$ cat src/rtl/cis_defs.svh
// Register offsets, field layout, reset values for the interrupt selector
`ifndef CIS_DEFS_SVH
`define CIS_DEFS_SVH

`define CIS_ADDR_W 32
`define CIS_OFF_SEL_HIGH 32'h019C_0000
`define CIS_OFF_SEL_LOW 32'h019C_0004
`define CIS_OFF_POLARITY 32'h019C_0008
`define CIS_OFF_IRQ_STATUS 32'h019C_0010
`define CIS_OFF_IRQ_MASK 32'h019C_0014
`define CIS_SEL_W 5
`define CIS_NUM_SRC 32
`define CIS_NUM_LINES 16
`define CIS_SEL_USED_MASK 32'h7FFF_7FFF
`define CIS_SEL_LOW_RST 32'h2507_18A4
`define CIS_SEL_HIGH_RST 32'h0820_2D43
`define CIS_POL_MASK 32'h0000_000F
`define CIS_POL_RST 32'h0000_0000
`define CIS_READ_ZERO 32'h0000_0000

`endif

$ cat src/rtl/cis_pkg.sv
// Types shared by the interrupt selector files
package cis_pkg;
    typedef logic [4:0] cis_sel_t;
    typedef logic [31:0] cis_word_t;
endpackage

$ cat src/rtl/cis_sync.sv
// Two-stage synchroniser for a vector of pin inputs
`timescale 1ns/1ps
module cis_sync #(
    parameter int W = 4
) (
    // Clock and reset
    input wire logic ref_clk_i,
    input wire logic rst_i,
    // Data
    input wire logic [W-1:0] async_i,
    output logic [W-1:0] sync_o
);
    logic [W-1:0] meta_r;
    logic [W-1:0] sync_r;

    always_ff @(posedge ref_clk_i or posedge rst_i) begin
        if (rst_i) begin
            meta_r <= '0;
            sync_r <= '0;
        end else begin
            meta_r <= async_i;
            sync_r <= meta_r;
        end
    end

    assign sync_o = sync_r;
endmodule

$ cat src/rtl/cis_route.sv
// One maskable line: picks its source from the 32-entry event vector
`timescale 1ns/1ps
module cis_route
    import cis_pkg::*;
(
    // Clock and reset
    input wire logic ref_clk_i,
    input wire logic rst_i,
    // Selection
    input wire cis_sel_t sel_i,
    input wire logic [31:0] src_i,
    output logic line_o
);
    logic line_r;
    logic line_nxt;

    assign line_nxt = src_i[sel_i];

    always_ff @(posedge ref_clk_i or posedge rst_i) begin
        if (rst_i) begin
            line_r <= 1'b0;
        end else begin
            line_r <= line_nxt;
        end
    end

    assign line_o = line_r;
endmodule

$ cat src/rtl/cis_top.sv
// Interrupt selector: routes event sources onto sixteen core lines
`timescale 1ns/1ps
`include "cis_defs.svh"
module cis_top
    import cis_pkg::*;
(
    // Clock and reset
    input wire logic ref_clk_i,
    input wire logic rst_i,
    // Register port
    input wire logic [31:0] addr_i,
    input wire logic [31:0] wdata_i,
    input wire logic wr_i,
    input wire logic rd_i,
    output logic [31:0] rdata_o,
    // Fixed sources
    input wire logic nmi_i,
    // Pin sources (asynchronous)
    input wire logic [3:0] external_pin_irq_i,
    // On-chip sources (core clock)
    input wire logic host_irq_i,
    input wire logic timer_zero_irq_i,
    input wire logic timer_one_irq_i,
    input wire logic refresh_timer_irq_i,
    input wire logic [3:0] gp_pin_irq_i,
    input wire logic dma_done_irq_i,
    input wire logic emulation_dma_event_i,
    input wire logic emulation_rx_event_i,
    input wire logic emulation_tx_event_i,
    input wire logic serial0_tx_irq_i,
    input wire logic serial0_rx_irq_i,
    input wire logic serial1_tx_irq_i,
    input wire logic serial1_rx_irq_i,
    input wire logic gp_pin_zero_irq_i,
    input wire logic timer_two_irq_i,
    input wire logic twowire_irq_i,
    input wire logic network_mgmt_irq_i,
    input wire logic video_port_a_irq_i,
    input wire logic video_port_b_irq_i,
    input wire logic video_port_c_irq_i,
    input wire logic audio_tx_irq_i,
    input wire logic audio_rx_irq_i,
    // Core interrupt lines and summary interrupt
    output logic [15:0] core_irq_o,
    output logic irq_o
);

    ////////////////////////////////////////////////////////////////////////
    // Register state

    cis_word_t sel_high_r;
    cis_word_t sel_low_r;
    cis_word_t pol_r;
    cis_word_t status_r;
    cis_word_t mask_r;
    cis_word_t rdata_r;
    logic nmi_r;
    logic [11:0] prev_lines_r;

    wire hit_high = addr_i == `CIS_OFF_SEL_HIGH;
    wire hit_low = addr_i == `CIS_OFF_SEL_LOW;
    wire hit_pol = addr_i == `CIS_OFF_POLARITY;
    wire hit_stat = addr_i == `CIS_OFF_IRQ_STATUS;
    wire hit_mask = addr_i == `CIS_OFF_IRQ_MASK;

    wire cis_word_t wr_sel = wdata_i & `CIS_SEL_USED_MASK;

    always_ff @(posedge ref_clk_i or posedge rst_i) begin
        if (rst_i) begin
            sel_high_r <= `CIS_SEL_HIGH_RST;
            sel_low_r <= `CIS_SEL_LOW_RST;
            pol_r <= `CIS_POL_RST;
            mask_r <= `CIS_READ_ZERO;
        end else if (wr_i) begin
            if (hit_high) begin
                sel_high_r <= wr_sel;
            end
            if (hit_low) begin
                sel_low_r <= wr_sel;
            end
            if (hit_pol) begin
                pol_r <= wdata_i & `CIS_POL_MASK;
            end
            if (hit_mask) begin
                mask_r <= {20'h0_0000, wdata_i[11:0]};
            end
        end
    end

    ////////////////////////////////////////////////////////////////////////
    // Read port: data the cycle after the strobe

    cis_word_t rd_mux;
    assign rd_mux = hit_high ? sel_high_r :
                    hit_low ? sel_low_r :
                    hit_pol ? pol_r :
                    hit_stat ? status_r :
                    hit_mask ? mask_r : `CIS_READ_ZERO;

    always_ff @(posedge ref_clk_i or posedge rst_i) begin
        if (rst_i) begin
            rdata_r <= `CIS_READ_ZERO;
        end else begin
            rdata_r <= rd_i ? rd_mux : `CIS_READ_ZERO;
        end
    end
    assign rdata_o = rdata_r;

    ////////////////////////////////////////////////////////////////////////
    // Source vector indexed by selector code

    logic [3:0] ext_sync;
    logic [3:0] ext_act;
    logic [31:0] src;

    cis_sync #(.W(4)) u_ext_sync (
        .ref_clk_i(ref_clk_i),
        .rst_i(rst_i),
        .async_i(external_pin_irq_i),
        .sync_o(ext_sync)
    );

    // Polarity bit set means the pin is active low
    assign ext_act = ext_sync ^ pol_r[3:0];

    // Pins and their GP inputs share one code each
    assign src[0] = host_irq_i;
    assign src[1] = timer_zero_irq_i;
    assign src[2] = timer_one_irq_i;
    assign src[3] = refresh_timer_irq_i;
    assign src[7:4] = gp_pin_irq_i | ext_act;
    assign src[8] = dma_done_irq_i;
    assign src[9] = emulation_dma_event_i;
    assign src[10] = emulation_rx_event_i;
    assign src[11] = emulation_tx_event_i;
    assign src[12] = serial0_tx_irq_i;
    assign src[13] = serial0_rx_irq_i;
    assign src[14] = serial1_tx_irq_i;
    assign src[15] = serial1_rx_irq_i;
    assign src[16] = gp_pin_zero_irq_i;
    assign src[17] = 1'b0;
    assign src[18] = 1'b0;
    assign src[19] = timer_two_irq_i;
    assign src[20] = 1'b0;
    assign src[21] = 1'b0;
    assign src[22] = twowire_irq_i;
    assign src[23] = 1'b0;
    assign src[24] = network_mgmt_irq_i;
    assign src[25] = video_port_a_irq_i;
    assign src[26] = video_port_b_irq_i;
    assign src[27] = video_port_c_irq_i;
    assign src[28] = audio_tx_irq_i;
    assign src[29] = audio_rx_irq_i;
    // Reserved codes route nothing, so a bad write just silences a line
    assign src[31:30] = 2'b00;

    ////////////////////////////////////////////////////////////////////////
    // Maskable lines 4..15

    function automatic cis_sel_t field_of(input cis_word_t r, input int k);
        cis_sel_t f;
        f = '0;
        case (k)
            0: f = r[4:0];
            1: f = r[9:5];
            2: f = r[14:10];
            3: f = r[20:16];
            4: f = r[25:21];
            default: f = r[30:26];
        endcase
        return f;
    endfunction

    logic [11:0] lines;

    genvar g;
    generate
        for (g = 0; g < 12; g++) begin : g_line
            cis_route u_route (
                .ref_clk_i(ref_clk_i),
                .rst_i(rst_i),
                .sel_i(g < 6 ? field_of(sel_low_r, g) :
                    field_of(sel_high_r, g - 6)),
                .src_i(src),
                .line_o(lines[g])
            );
        end
    endgenerate

    ////////////////////////////////////////////////////////////////////////
    // Fixed lines and outputs

    always_ff @(posedge ref_clk_i or posedge rst_i) begin
        if (rst_i) begin
            nmi_r <= 1'b0;
            prev_lines_r <= 12'h000;
        end else begin
            nmi_r <= nmi_i;
            prev_lines_r <= lines;
        end
    end

    // Line 0 shows reset; 2 and 3 stay quiet
    assign core_irq_o = {lines, 2'b00, nmi_r, rst_i};

    ////////////////////////////////////////////////////////////////////////
    // Sticky status of rising line edges; read clears

    wire [11:0] rise = lines & ~prev_lines_r;
    wire stat_rd = rd_i & hit_stat;

    always_ff @(posedge ref_clk_i or posedge rst_i) begin
        if (rst_i) begin
            status_r <= `CIS_READ_ZERO;
        end else begin
            // An edge in the clearing cycle survives
            status_r <= {20'h0_0000,
                (stat_rd ? 12'h000 : status_r[11:0]) | rise};
        end
    end

    assign irq_o = |(status_r[11:0] & mask_r[11:0]);

    ////////////////////////////////////////////////////////////////////////
    // Checks

    chk_fixed_lines: assert property (@(posedge ref_clk_i)
        disable iff (rst_i)
        core_irq_o[3:2] == 2'b00 && core_irq_o[0] == 1'b0)
        else $error("fixed lines wrong");

    chk_sel_apply: assert property (@(posedge ref_clk_i)
        disable iff (rst_i)
        wr_i && hit_low |=> sel_low_r == $past(wr_sel))
        else $error("low selector not written");

    chk_high_apply: assert property (@(posedge ref_clk_i)
        disable iff (rst_i)
        wr_i && hit_high |=> sel_high_r == $past(wr_sel))
        else $error("high selector not written");

    chk_unused_zero: assert property (@(posedge ref_clk_i)
        disable iff (rst_i)
        sel_high_r[15] == 1'b0 && sel_high_r[31] == 1'b0 &&
        sel_low_r[15] == 1'b0 && sel_low_r[31] == 1'b0)
        else $error("unused selector bits set");

    chk_route_line: assert property (@(posedge ref_clk_i)
        disable iff (rst_i)
        ##1 $stable(sel_low_r) |->
        lines[0] == $past(src[sel_low_r[4:0]]))
        else $error("line 4 does not follow its source");

    chk_route_top: assert property (@(posedge ref_clk_i)
        disable iff (rst_i)
        ##1 $stable(sel_high_r) |->
        core_irq_o[15] == $past(src[sel_high_r[30:26]]))
        else $error("line 15 does not follow its source");

    // Pin seen two edges late; skipped while the sync stages refill
    chk_polarity: assert property (@(posedge ref_clk_i)
        disable iff (rst_i)
        !$past(rst_i, 2) |-> src[4] == (gp_pin_irq_i[0] |
        ($past(external_pin_irq_i[0], 2) ^ pol_r[0])))
        else $error("pin polarity not applied");

    chk_nmi_line: assert property (@(posedge ref_clk_i)
        disable iff (rst_i)
        core_irq_o[1] == $past(nmi_i))
        else $error("nmi line late");

    chk_read_data: assert property (@(posedge ref_clk_i)
        disable iff (rst_i)
        rd_i && hit_low ##1 !$past(wr_i) |->
        rdata_o == sel_low_r)
        else $error("low selector readback wrong");

    chk_rdata_idle: assert property (@(posedge ref_clk_i)
        disable iff (rst_i)
        !rd_i |=> rdata_o == `CIS_READ_ZERO)
        else $error("read data not cleared");

    chk_status_hold: assert property (@(posedge ref_clk_i)
        disable iff (rst_i)
        !stat_rd |=> (status_r[11:0] & $past(status_r[11:0])) ==
        $past(status_r[11:0]))
        else $error("status bit lost without a read");

    // Set wins over the clearing read
    chk_clear_keep: assert property (@(posedge ref_clk_i)
        disable iff (rst_i)
        stat_rd |=> status_r[11:0] == $past(rise))
        else $error("edge in clearing cycle lost");

    chk_irq_masked: assert property (@(posedge ref_clk_i)
        disable iff (rst_i)
        mask_r[11:0] == 12'h000 |-> !irq_o)
        else $error("interrupt raised while masked");
endmodule

$ cat config.mk
export PLATFORM = sky130hd
export DESIGN_NAME = cis_top
export DESIGN_NICKNAME = d
export VERILOG_FILES = /design/src/rtl/cis_pkg.sv /design/src/rtl/cis_sync.sv /design/src/rtl/cis_route.sv /design/src/rtl/cis_top.sv
export VERILOG_INCLUDE_DIRS = /design/src /design/src/rtl
export SDC_FILE = /design/constraint.sdc
export NUM_CORES = 1
export LEC_CHECK = 0
export CAP_MARGIN = 10
export CORE_ASPECT_RATIO = 1.1
export CORE_MARGIN = 5
export CORE_UTILIZATION = 65
export CTS_BUF_LIST = sky130_fd_sc_hd__clkbuf_2
export DETAILED_ROUTE_END_ITERATION = 7
export DONT_BUFFER_PORTS = 1
export GPL_ROUTABILITY_DRIVEN = 0
export MAX_ROUTING_LAYER = met4
export PLACE_DENSITY = 0.87
export SLEW_MARGIN = 20
export SYNTH_ARGS = -nofsm -noshare
export SYNTH_HDL_FRONTEND = slang
export SYNTH_HIERARCHICAL = 1
export SYNTH_SLANG_ARGS = --single-unit
$ cat constraint.sdc
create_clock -name ref_clk_i -period 12.8 [get_ports ref_clk_i]
set_clock_uncertainty 0.2 [all_clocks]
set_input_delay 1.92 -clock ref_clk_i [delete_from_list [all_inputs] [get_ports ref_clk_i]]
set_output_delay 1.92 -clock ref_clk_i [all_outputs]
set_load 0.05 [all_outputs]
==> key figures, run 1 <==
Synthesis
  – Sequential-to-total area share from yosys stat: 0.3700
  – Cell type with the largest total area after synthesis: dfrtp_1
  – Post-synth ARST share: 1.000
  – Post-synth top cells: mux2i_1 (192), dfrtp_1 (131), nand3_1 (78), nand2_1 (74), mux2_2 (72)
  – Syn Std Cell Area: about 0.01 mm^2
  – Yosys reg bits: between 150 and 200
  – Top FF cell, synth: dfrtp_1
  – Mapped Avg Cell Area: between 10 and 15 um^2
  – EDFF count, synth: 0
  – Yosys synthesis warning count: 6
  – Post-Syn Instances: between 900 and 1000
  – Synth top area share: 0.3189
  – Synth area leaders: dfrtp_1 (32%), mux2i_1 (19%), mux2_2 (7.9%)
  – Count of different cell masters after synthesis: between 50 and 60
  – Top-count cell post-synth: mux2i_1

Die
  – Core Region: about 0.016 mm^2
  – FP Rows: between 40 and 50
  – Initial core utilization: 0.6584
  – Die area: between 0.015 and 0.02 mm^2
  – Die width: 129.9 um
  – I/O pin cnt: about 150
  – Die height: between 100 and 150 um

Setup path
  – CP delay by family, top: simple AND/OR/NAND/NOR gates
  – Worst path max stage delay: between 1 and 1.5 ns
  – R2R Setup Slk: 10.64 ns
  – Max FO, Critical Path: 17
  – Critical Path RT: 13.27 ns
  – Critical-path cell list: nor4_1 > nand4_1 > nor3_4 > buf_4 > mux2_2
  – Worst path bufs/invs: 1
  – Arr. time, crit path: between 4 and 5 ns
  – Worst Setup End Kind: flop
  – Crit-path slowest cell: nor3_4
  – Crit path kind: in2reg
  – Worst setup SP type: input pin

STA
  – Fmax: between 0.2 and 0.25 GHz
  – Slew @ Worst Pin: roughly 1.2 ns
  – Fin crit share: 0.3501
  – Setup Viol. Count Final: 0
  – Final Slew Violations: 0
  – Setup_tns: 0 ns
  – Fin crit period: 4.481 ns
  – RSZ-0062 raised after global routing: false
  – Final WS setup: about 8.3 ns
  – Final Hold Fails: 0
  – Slew HR: 0.2131

Power and ir drop
  – Logic pwr share: 0.064
  – Sequential Power Share: 0.589
  – Pleak: 0.004160 uW
  – Switch share: 0.2993
  – Internal power: slightly below 600 uW
  – PwrDens: just under 80 mW/mm^2
  – Peak supply drop: about 75 uV
  – NetSw: ~250 uW
  – Clock power share: 0.347

Clock tree
  – Hold buffers post-CTS: 0
  – Cell at the root of the clock tree: clkbuf_2
  – Post-CTS Setup Bufs: 0
  – CTS Buf Count: 17
  – Post-cts resize count: 0
  – Bufs on Longest Clock Path: 2
  – H-tree depth: 4
  – Skew-Pair Late Insertion Delay: just under 0.8 ns
  – CTS sink count: 151
  – CTS tree: yes
  – CTS clk-pin slew, worst paths: around 0.25 ns

Routing
  – DR pass1 iterations: 7
  – Routed WL per cell: ~22 um
  – Final wirelength: between 20000 and 30000 um
  – DRC violations left: 0
  – Vias per Instance: ~6.6
  – Initial DRC count: 813
  – Number of routed nets with antenna violations: 0
  – Vias: 8276

Place
  – IO buf count: 0
  – Pre-CTS WS: ~7.6 ns
  – Placed Area: 0.01034 mm^2
  – Detailed placer's ending HPWL: about 19000 um

GRT
  – Pin count of the biggest net entering global routing: slightly above 80
  – Total global routing overflow: 0
  – Wire length of the first global-routing pass: about 43000 um
  – Vias in the first global route: ~8000
  – Initial antenna violation count: 3
  – GRT Total Usage: 0.3089

Cells and area
  – Net count, final: 1134
  – Area grow syn2layout: 3.468%
  – # fillers: between 1000 and 1500
  – Design area: ~0.011 mm^2
  – Fraction of layout cells with a size suffix above 1: 0.1420

Hold path
  – Hold WC Path Type: reg2reg

Job
  – Max-cap violations: 0

Outcome
  – Status: finished clean
power groups by stage:
stage | registers (uW) | clock network, uW | logic (uW)
5_1_grt | 496 | 319 | 60.9
2_1_floorplan | 500 | 0 | 49.1
3_5_place_dp | 503 | 0 | 52.6
3_3_place_gp | 503 | 0 | 51.3
6_report | 495 | 292 | 53.5
4_1_cts | 495 | 298 | 52.9
worst paths after layout:
check,from,end,cells past startpoint
max reg2reg,sel_low_r[27],g_line[5].u_route/line_o,5
max in group asynchronous,rst_i,sel_low_r[25],2
min reg2reg,u_ext_sync/meta_r[0],u_ext_sync/sync_o[0],0
min in group asynchronous,rst_i,g_line[1].u_route/line_o,1
min,u_ext_sync/meta_r[0],u_ext_sync/sync_o[0],0
max,addr_i[30],sel_low_r[10],5
flip-flops by register name, indices dropped and copies added (netlist names):
| name | flops |
|---|---|
| mask_r | 12 |
| status_r | 12 |
| sel_low_r | 30 |
| pol_r | 4 |
| u_ext_sync/meta_r | 4 |
| u_ext_sync/sync_o | 4 |
| prev_lines_r | 12 |
| rdata_o | 30 |
| nmi_r | 1 |
| sel_high_r | 30 |
| g_line.u_route/line_o | 12 |
stage by stage:
step | hold slack, ns | power (uW) | std cells | util
floorplan | 0.1312 | 549.5 | 1068 | -
global placement | 0.1335 | 554.0 | 1216 | 0.6619
detailed placement | 0.1355 | 555.6 | 1216 | 0.6619
CTS | 0.1867 | 846.2 | 1248 | 0.6790
global route | 0.1976 | 876.2 | 1252 | 0.6813
finish | 0.1827 | 840.3 | 1252 | 0.6813
cell usage in the layout, fill, tap and decap left out, types with 8 or more instances in the layout:
| cell type | instances |
|---|---|
| mux2i_1 | 192 |
| dfrtp_1 | 131 |
| conb_1 | 88 |
| nand3_1 | 78 |
| nand2_1 | 74 |
| mux2_2 | 72 |
| a22oi_1 | 49 |
| a21oi_1 | 42 |
| inv_1 | 28 |
| nand2b_1 | 24 |
| dfstp_2 | 20 |
| a211oi_1 | 19 |
| nor2_1 | 17 |
| clkbuf_2 | 17 |
| a22o_1 | 15 |
| and2_1 | 15 |
| nor2b_1 | 14 |
| a311o_1 | 13 |
| and2b_1 | 12 |
| nand4b_1 | 12 |
| a21boi_1 | 10 |
| a21boi_0 | 8 |
area by class of cell:
cell class / instances / area, um^2 / area share
flip-flops and latches: 151 / 3804 / 0.3576
well taps: 200 / 250.2 / 0.02352
inverters: 29 / 113.9 / 0.01070
clock inverters: 15 / 181.4 / 0.01705
repair buffers: 8 / 80.08 / 0.007528
multi-input cells: 829 / 6116 / 0.5749
clock buffers: 17 / 85.08 / 0.007998
diodes: 3 / 7.507 / 0.0007057
cell families (layout without fill, tap and decap cells):
| family | count (synthesis) | count (layout) | share of synthesized area |
|---|---|---|---|
| simple gates | 288 | 288 | 0.1576 |
| mux | 269 | 269 | 0.2713 |
| compound gates | 180 | 180 | 0.1299 |
| flops | 151 | 151 | 0.3700 |
| buf+inv | 88 | 69 | 0.06754 |
| xor+xnor | 4 | 4 | 0.003407 |
| other cells | 1 | 91 | 0.0003647 |
worst reg2reg max path, cell delays in order, from the launching register on:
cell and delay, ns:
dfrtp_1 0.98, mux2i_1 0.32, a22oi_1 0.12, nand3_1 0.09, nand2_1 0.06, a311o_1 0.31
layer usage:
metal / vias to the layer above / track usage / wire length, um
met3: 104 / 0.07267 / 2999
met5: - / - / 0
met2: 474 / 0.4686 / 12850
met1: 3996 / 0.3940 / 10530
met4: 0 / 0.1400 / 1207
li1: 3702 / - / -
Note: power is estimated with default switching activity, not from simulation.
==> run 2, diff against run 1 <==
- ABC_AREA: not set -> 1
- clock period: 12.8 -> 4.52 ns (I/O delays scaled with it)
==> run 2 against run 1 <==
  * Synthesized cell count rose by 65%
  * Non-clock buffer count is 36 higher
  * Global-route usage increased by 5.0 points
  * First-iteration DRC count increased by 48%
  * Sequential cell count unchanged
  * Critical endpoint is now irq_o
  * Highest routed layer unchanged
==> key figures, run 2 <==
Power and ir drop
  – Design Power: ~2400 uW
  – Pleak: ~0.0055 uW
  – NetSw: between 600 and 700 uW
  – Internal power: roughly 1700 uW
  – Logic pwr share: 0.103
  – Peak supply drop: between 200 and 250 uV
  – Sequential Power Share: 0.583
  – Switch share: 0.2825
  – Clock power share: 0.314
  – PwrDens: 212.9 mW/mm^2

Routing
  – Initial DRC count: between 1000 and 1500
  – DRC violations left: 0
  – Vias: 11250
  – Vias per Instance: slightly below 6
  – Routed WL per cell: 17.60 um
  – Final wirelength: around 34000 um
  – DR pass1 iterations: 6
  – Number of routed nets with antenna violations: 0

Die
  – Die area: just under 0.02 mm^2
  – Core Region: 0.01631 mm^2
  – Initial core utilization: 0.6613
  – FP Rows: 49
  – Die width: 132.8 um
  – I/O pin cnt: between 100 and 150
  – Die height: around 150 um

STA
  – Fin crit period: about 3 ns
  – Final Hold Fails: 0
  – Slew HR: 0.4054
  – Fmax: 0.3395 GHz
  – RSZ-0062 raised after global routing: false
  – Final Slew Violations: 0
  – Setup_tns: 0 ns
  – Worst hold slack: between 0.03 and 0.04 ns
  – Slew @ Worst Pin: 0.8919 ns
  – Fin crit share: 0.6516
  – Setup Viol. Count Final: 0

Clock tree
  – CTS Buf Count: 17
  – CTS tree: yes
  – Hold buffers post-CTS: 36
  – Post-cts resize count: 0
  – Post-CTS Setup Bufs: 0
  – Cell at the root of the clock tree: clkbuf_2
  – H-tree depth: 4
  – CTS sink count: 151
  – Skew-Pair Late Insertion Delay: roughly 0.74 ns
  – CTS clk-pin slew, worst paths: roughly 0.26 ns
  – Bufs on Longest Clock Path: 2

Setup path
  – Max FO, Critical Path: 2
  – Worst setup SP type: flop
  – R2R Path Start: sel_low_r[21]
  – Arr. time, crit path: between 2 and 2.5 ns
  – Critical Path RT: approximately 3.6 ns
  – CP delay by family, top: simple AND/OR/NAND/NOR gates
  – Worst Setup End Kind: output pin
  – Worst path max stage delay: around 0.49 ns
  – R2R cell count: 9
  – Worst path bufs/invs: 1
  – Reg-to-Reg End: g_line[4].u_route/line_o
  – Critical-path cell list: inv_1 > o22ai_1 > a221oi_1 > nand3_1
  – Crit-path slowest cell: nand3_1
  – Crit path kind: reg2out
  – R2R Setup Slk: 2.45 ns

Place
  – Placed Area: 0.01067 mm^2
  – Detailed placer's ending HPWL: ~23000 um
  – IO buf count: 0

GRT
  – GRT Total Usage: 0.3587
  – Vias in the first global route: 10370
  – Initial antenna violation count: 0
  – GR Util met3: 0.06683
  – Most Used Layer, Global Route: met2
  – Total global routing overflow: 0
  – Pin count of the biggest net entering global routing: 72
  – Met2 usage: 0.5396
  – Wire length of the first global-routing pass: about 54000 um
  – Met1 usage: 0.4420

Synthesis
  – Post-Syn Instances: around 1600
  – Cell type with the largest total area after synthesis: dfrtp_1
  – Yosys reg bits: between 150 and 200
  – Sequential-to-total area share from yosys stat: 0.3527
  – Post-synth ARST share: 1.000
  – Synth top area share: 0.3040
  – Top FF cell, synth: dfrtp_1
  – Synth area leaders: dfrtp_1 (30%), nand2_1 (22%), nand3_1 (14%)
  – Top-count cell post-synth: nand2_1
  – Post-synth top cells: nand2_1 (625), nand3_1 (312), inv_1 (141), dfrtp_1 (131), nand2_2 (75)
  – EDFF count, synth: 0
  – Syn Std Cell Area: 0.01078 mm^2
  – Yosys synthesis warning count: 6
  – Count of different cell masters after synthesis: 32
  – Mapped Avg Cell Area: 6.653 um^2

Cells and area
  – Finished Core Util: 0.6917
  – Most frequent cells in the layout: nand2_1 (624), nand3_1 (312), inv_1 (140)
  – # fillers: ~1300
  – Design area: 0.01128 mm^2
  – Area grow syn2layout: 4.606%
  – Net count, final: around 1800
  – Fraction of layout cells with a size suffix above 1: 0.1079
  – Most common cell after layout, fill and taps aside: nand2_1

Job
  – Max-cap violations: 0

Hold path
  – Hold_sp: wr_i
  – Destination of the worst hold path: pol_r[3]
  – Hold WC Path Type: in2reg
  – Hold path cells: 2

Outcome
  – Status: finished clean
run 2: cell types whose count changed in the layout (fill, tap and decap cells not counted), sizes merged, moves of 37 or more:
cell         change
nand2          +625
nand3          +245
inv            +131
o21ai           +92
mux2            -77
mux2i          -192
dlygate4sd3     +37
a22oi           -49
run 2: logic make-up (layout without fill, tap and decap cells):
group | after synthesis | count (layout) | share of synthesized area
simple gates | 1070 | 1070 | 0.4388
other cells | 1 | 89 | 0.0003477
flops | 151 | 151 | 0.3527
compound gates | 152 | 152 | 0.07391
buf+inv | 247 | 245 | 0.1342
run 2: power by group through the flow:
stage,logic [uW],registers [uW],clock network (uW)
detailed placement,211,1420,0
finish,247,1400,753
CTS,241,1400,743
global placement,205,1420,0
global route,282,1400,811
floorplan,172,1420,0
run 2: area by class of cell:
| cell class | instances | area (um^2) | share of cell area |
|---|---|---|---|
| Sequential cell | 151 | 3804 | 0.3372 |
| Clock inverter | 11 | 126.4 | 0.01120 |
| Multi-Input combinational cell | 1310 | 5867 | 0.5201 |
| Clock buffer | 21 | 105.1 | 0.009317 |
| Inverter | 169 | 698.2 | 0.06189 |
| Timing Repair Buffer | 44 | 422.9 | 0.03749 |
| Tap cell | 204 | 255.2 | 0.02263 |
| Antenna cell | 1 | 2.502 | 0.0002218 |
run 2: worst max path at each step:
stage                     start              to  slack, ns  depth (start not counted)
CTS                 status_r[5]           irq_o       1.55                          4
global placement     addr_i[17]   sel_high_r[5]       1.41                         11
finish              status_r[5]           irq_o       1.57                          4
global route          mask_r[3]           irq_o       1.45                          4
detailed placement   addr_i[17]  sel_high_r[16]       1.29                         11
floorplan                 rst_i       mask_r[0]       0.18                          1
run 2: stage by stage:
step                      setup slack, ns  std cells
after floorplan                    0.1774       1708
after global placement              1.405       1841
final                               1.575       1911
after CTS                           1.552       1909
after global routing                1.452       1910
after detailed placement            1.288       1841
run 2: layer usage:
| layer | vias up | wire (um) |
|---|---|---|
| met2 | 727 | 15510 |
| met1 | 5074 | 12000 |
| li1 | 5236 | - |
| met5 | - | 0 |
| met4 | 0 | 2703 |
| met3 | 214 | 3416 |
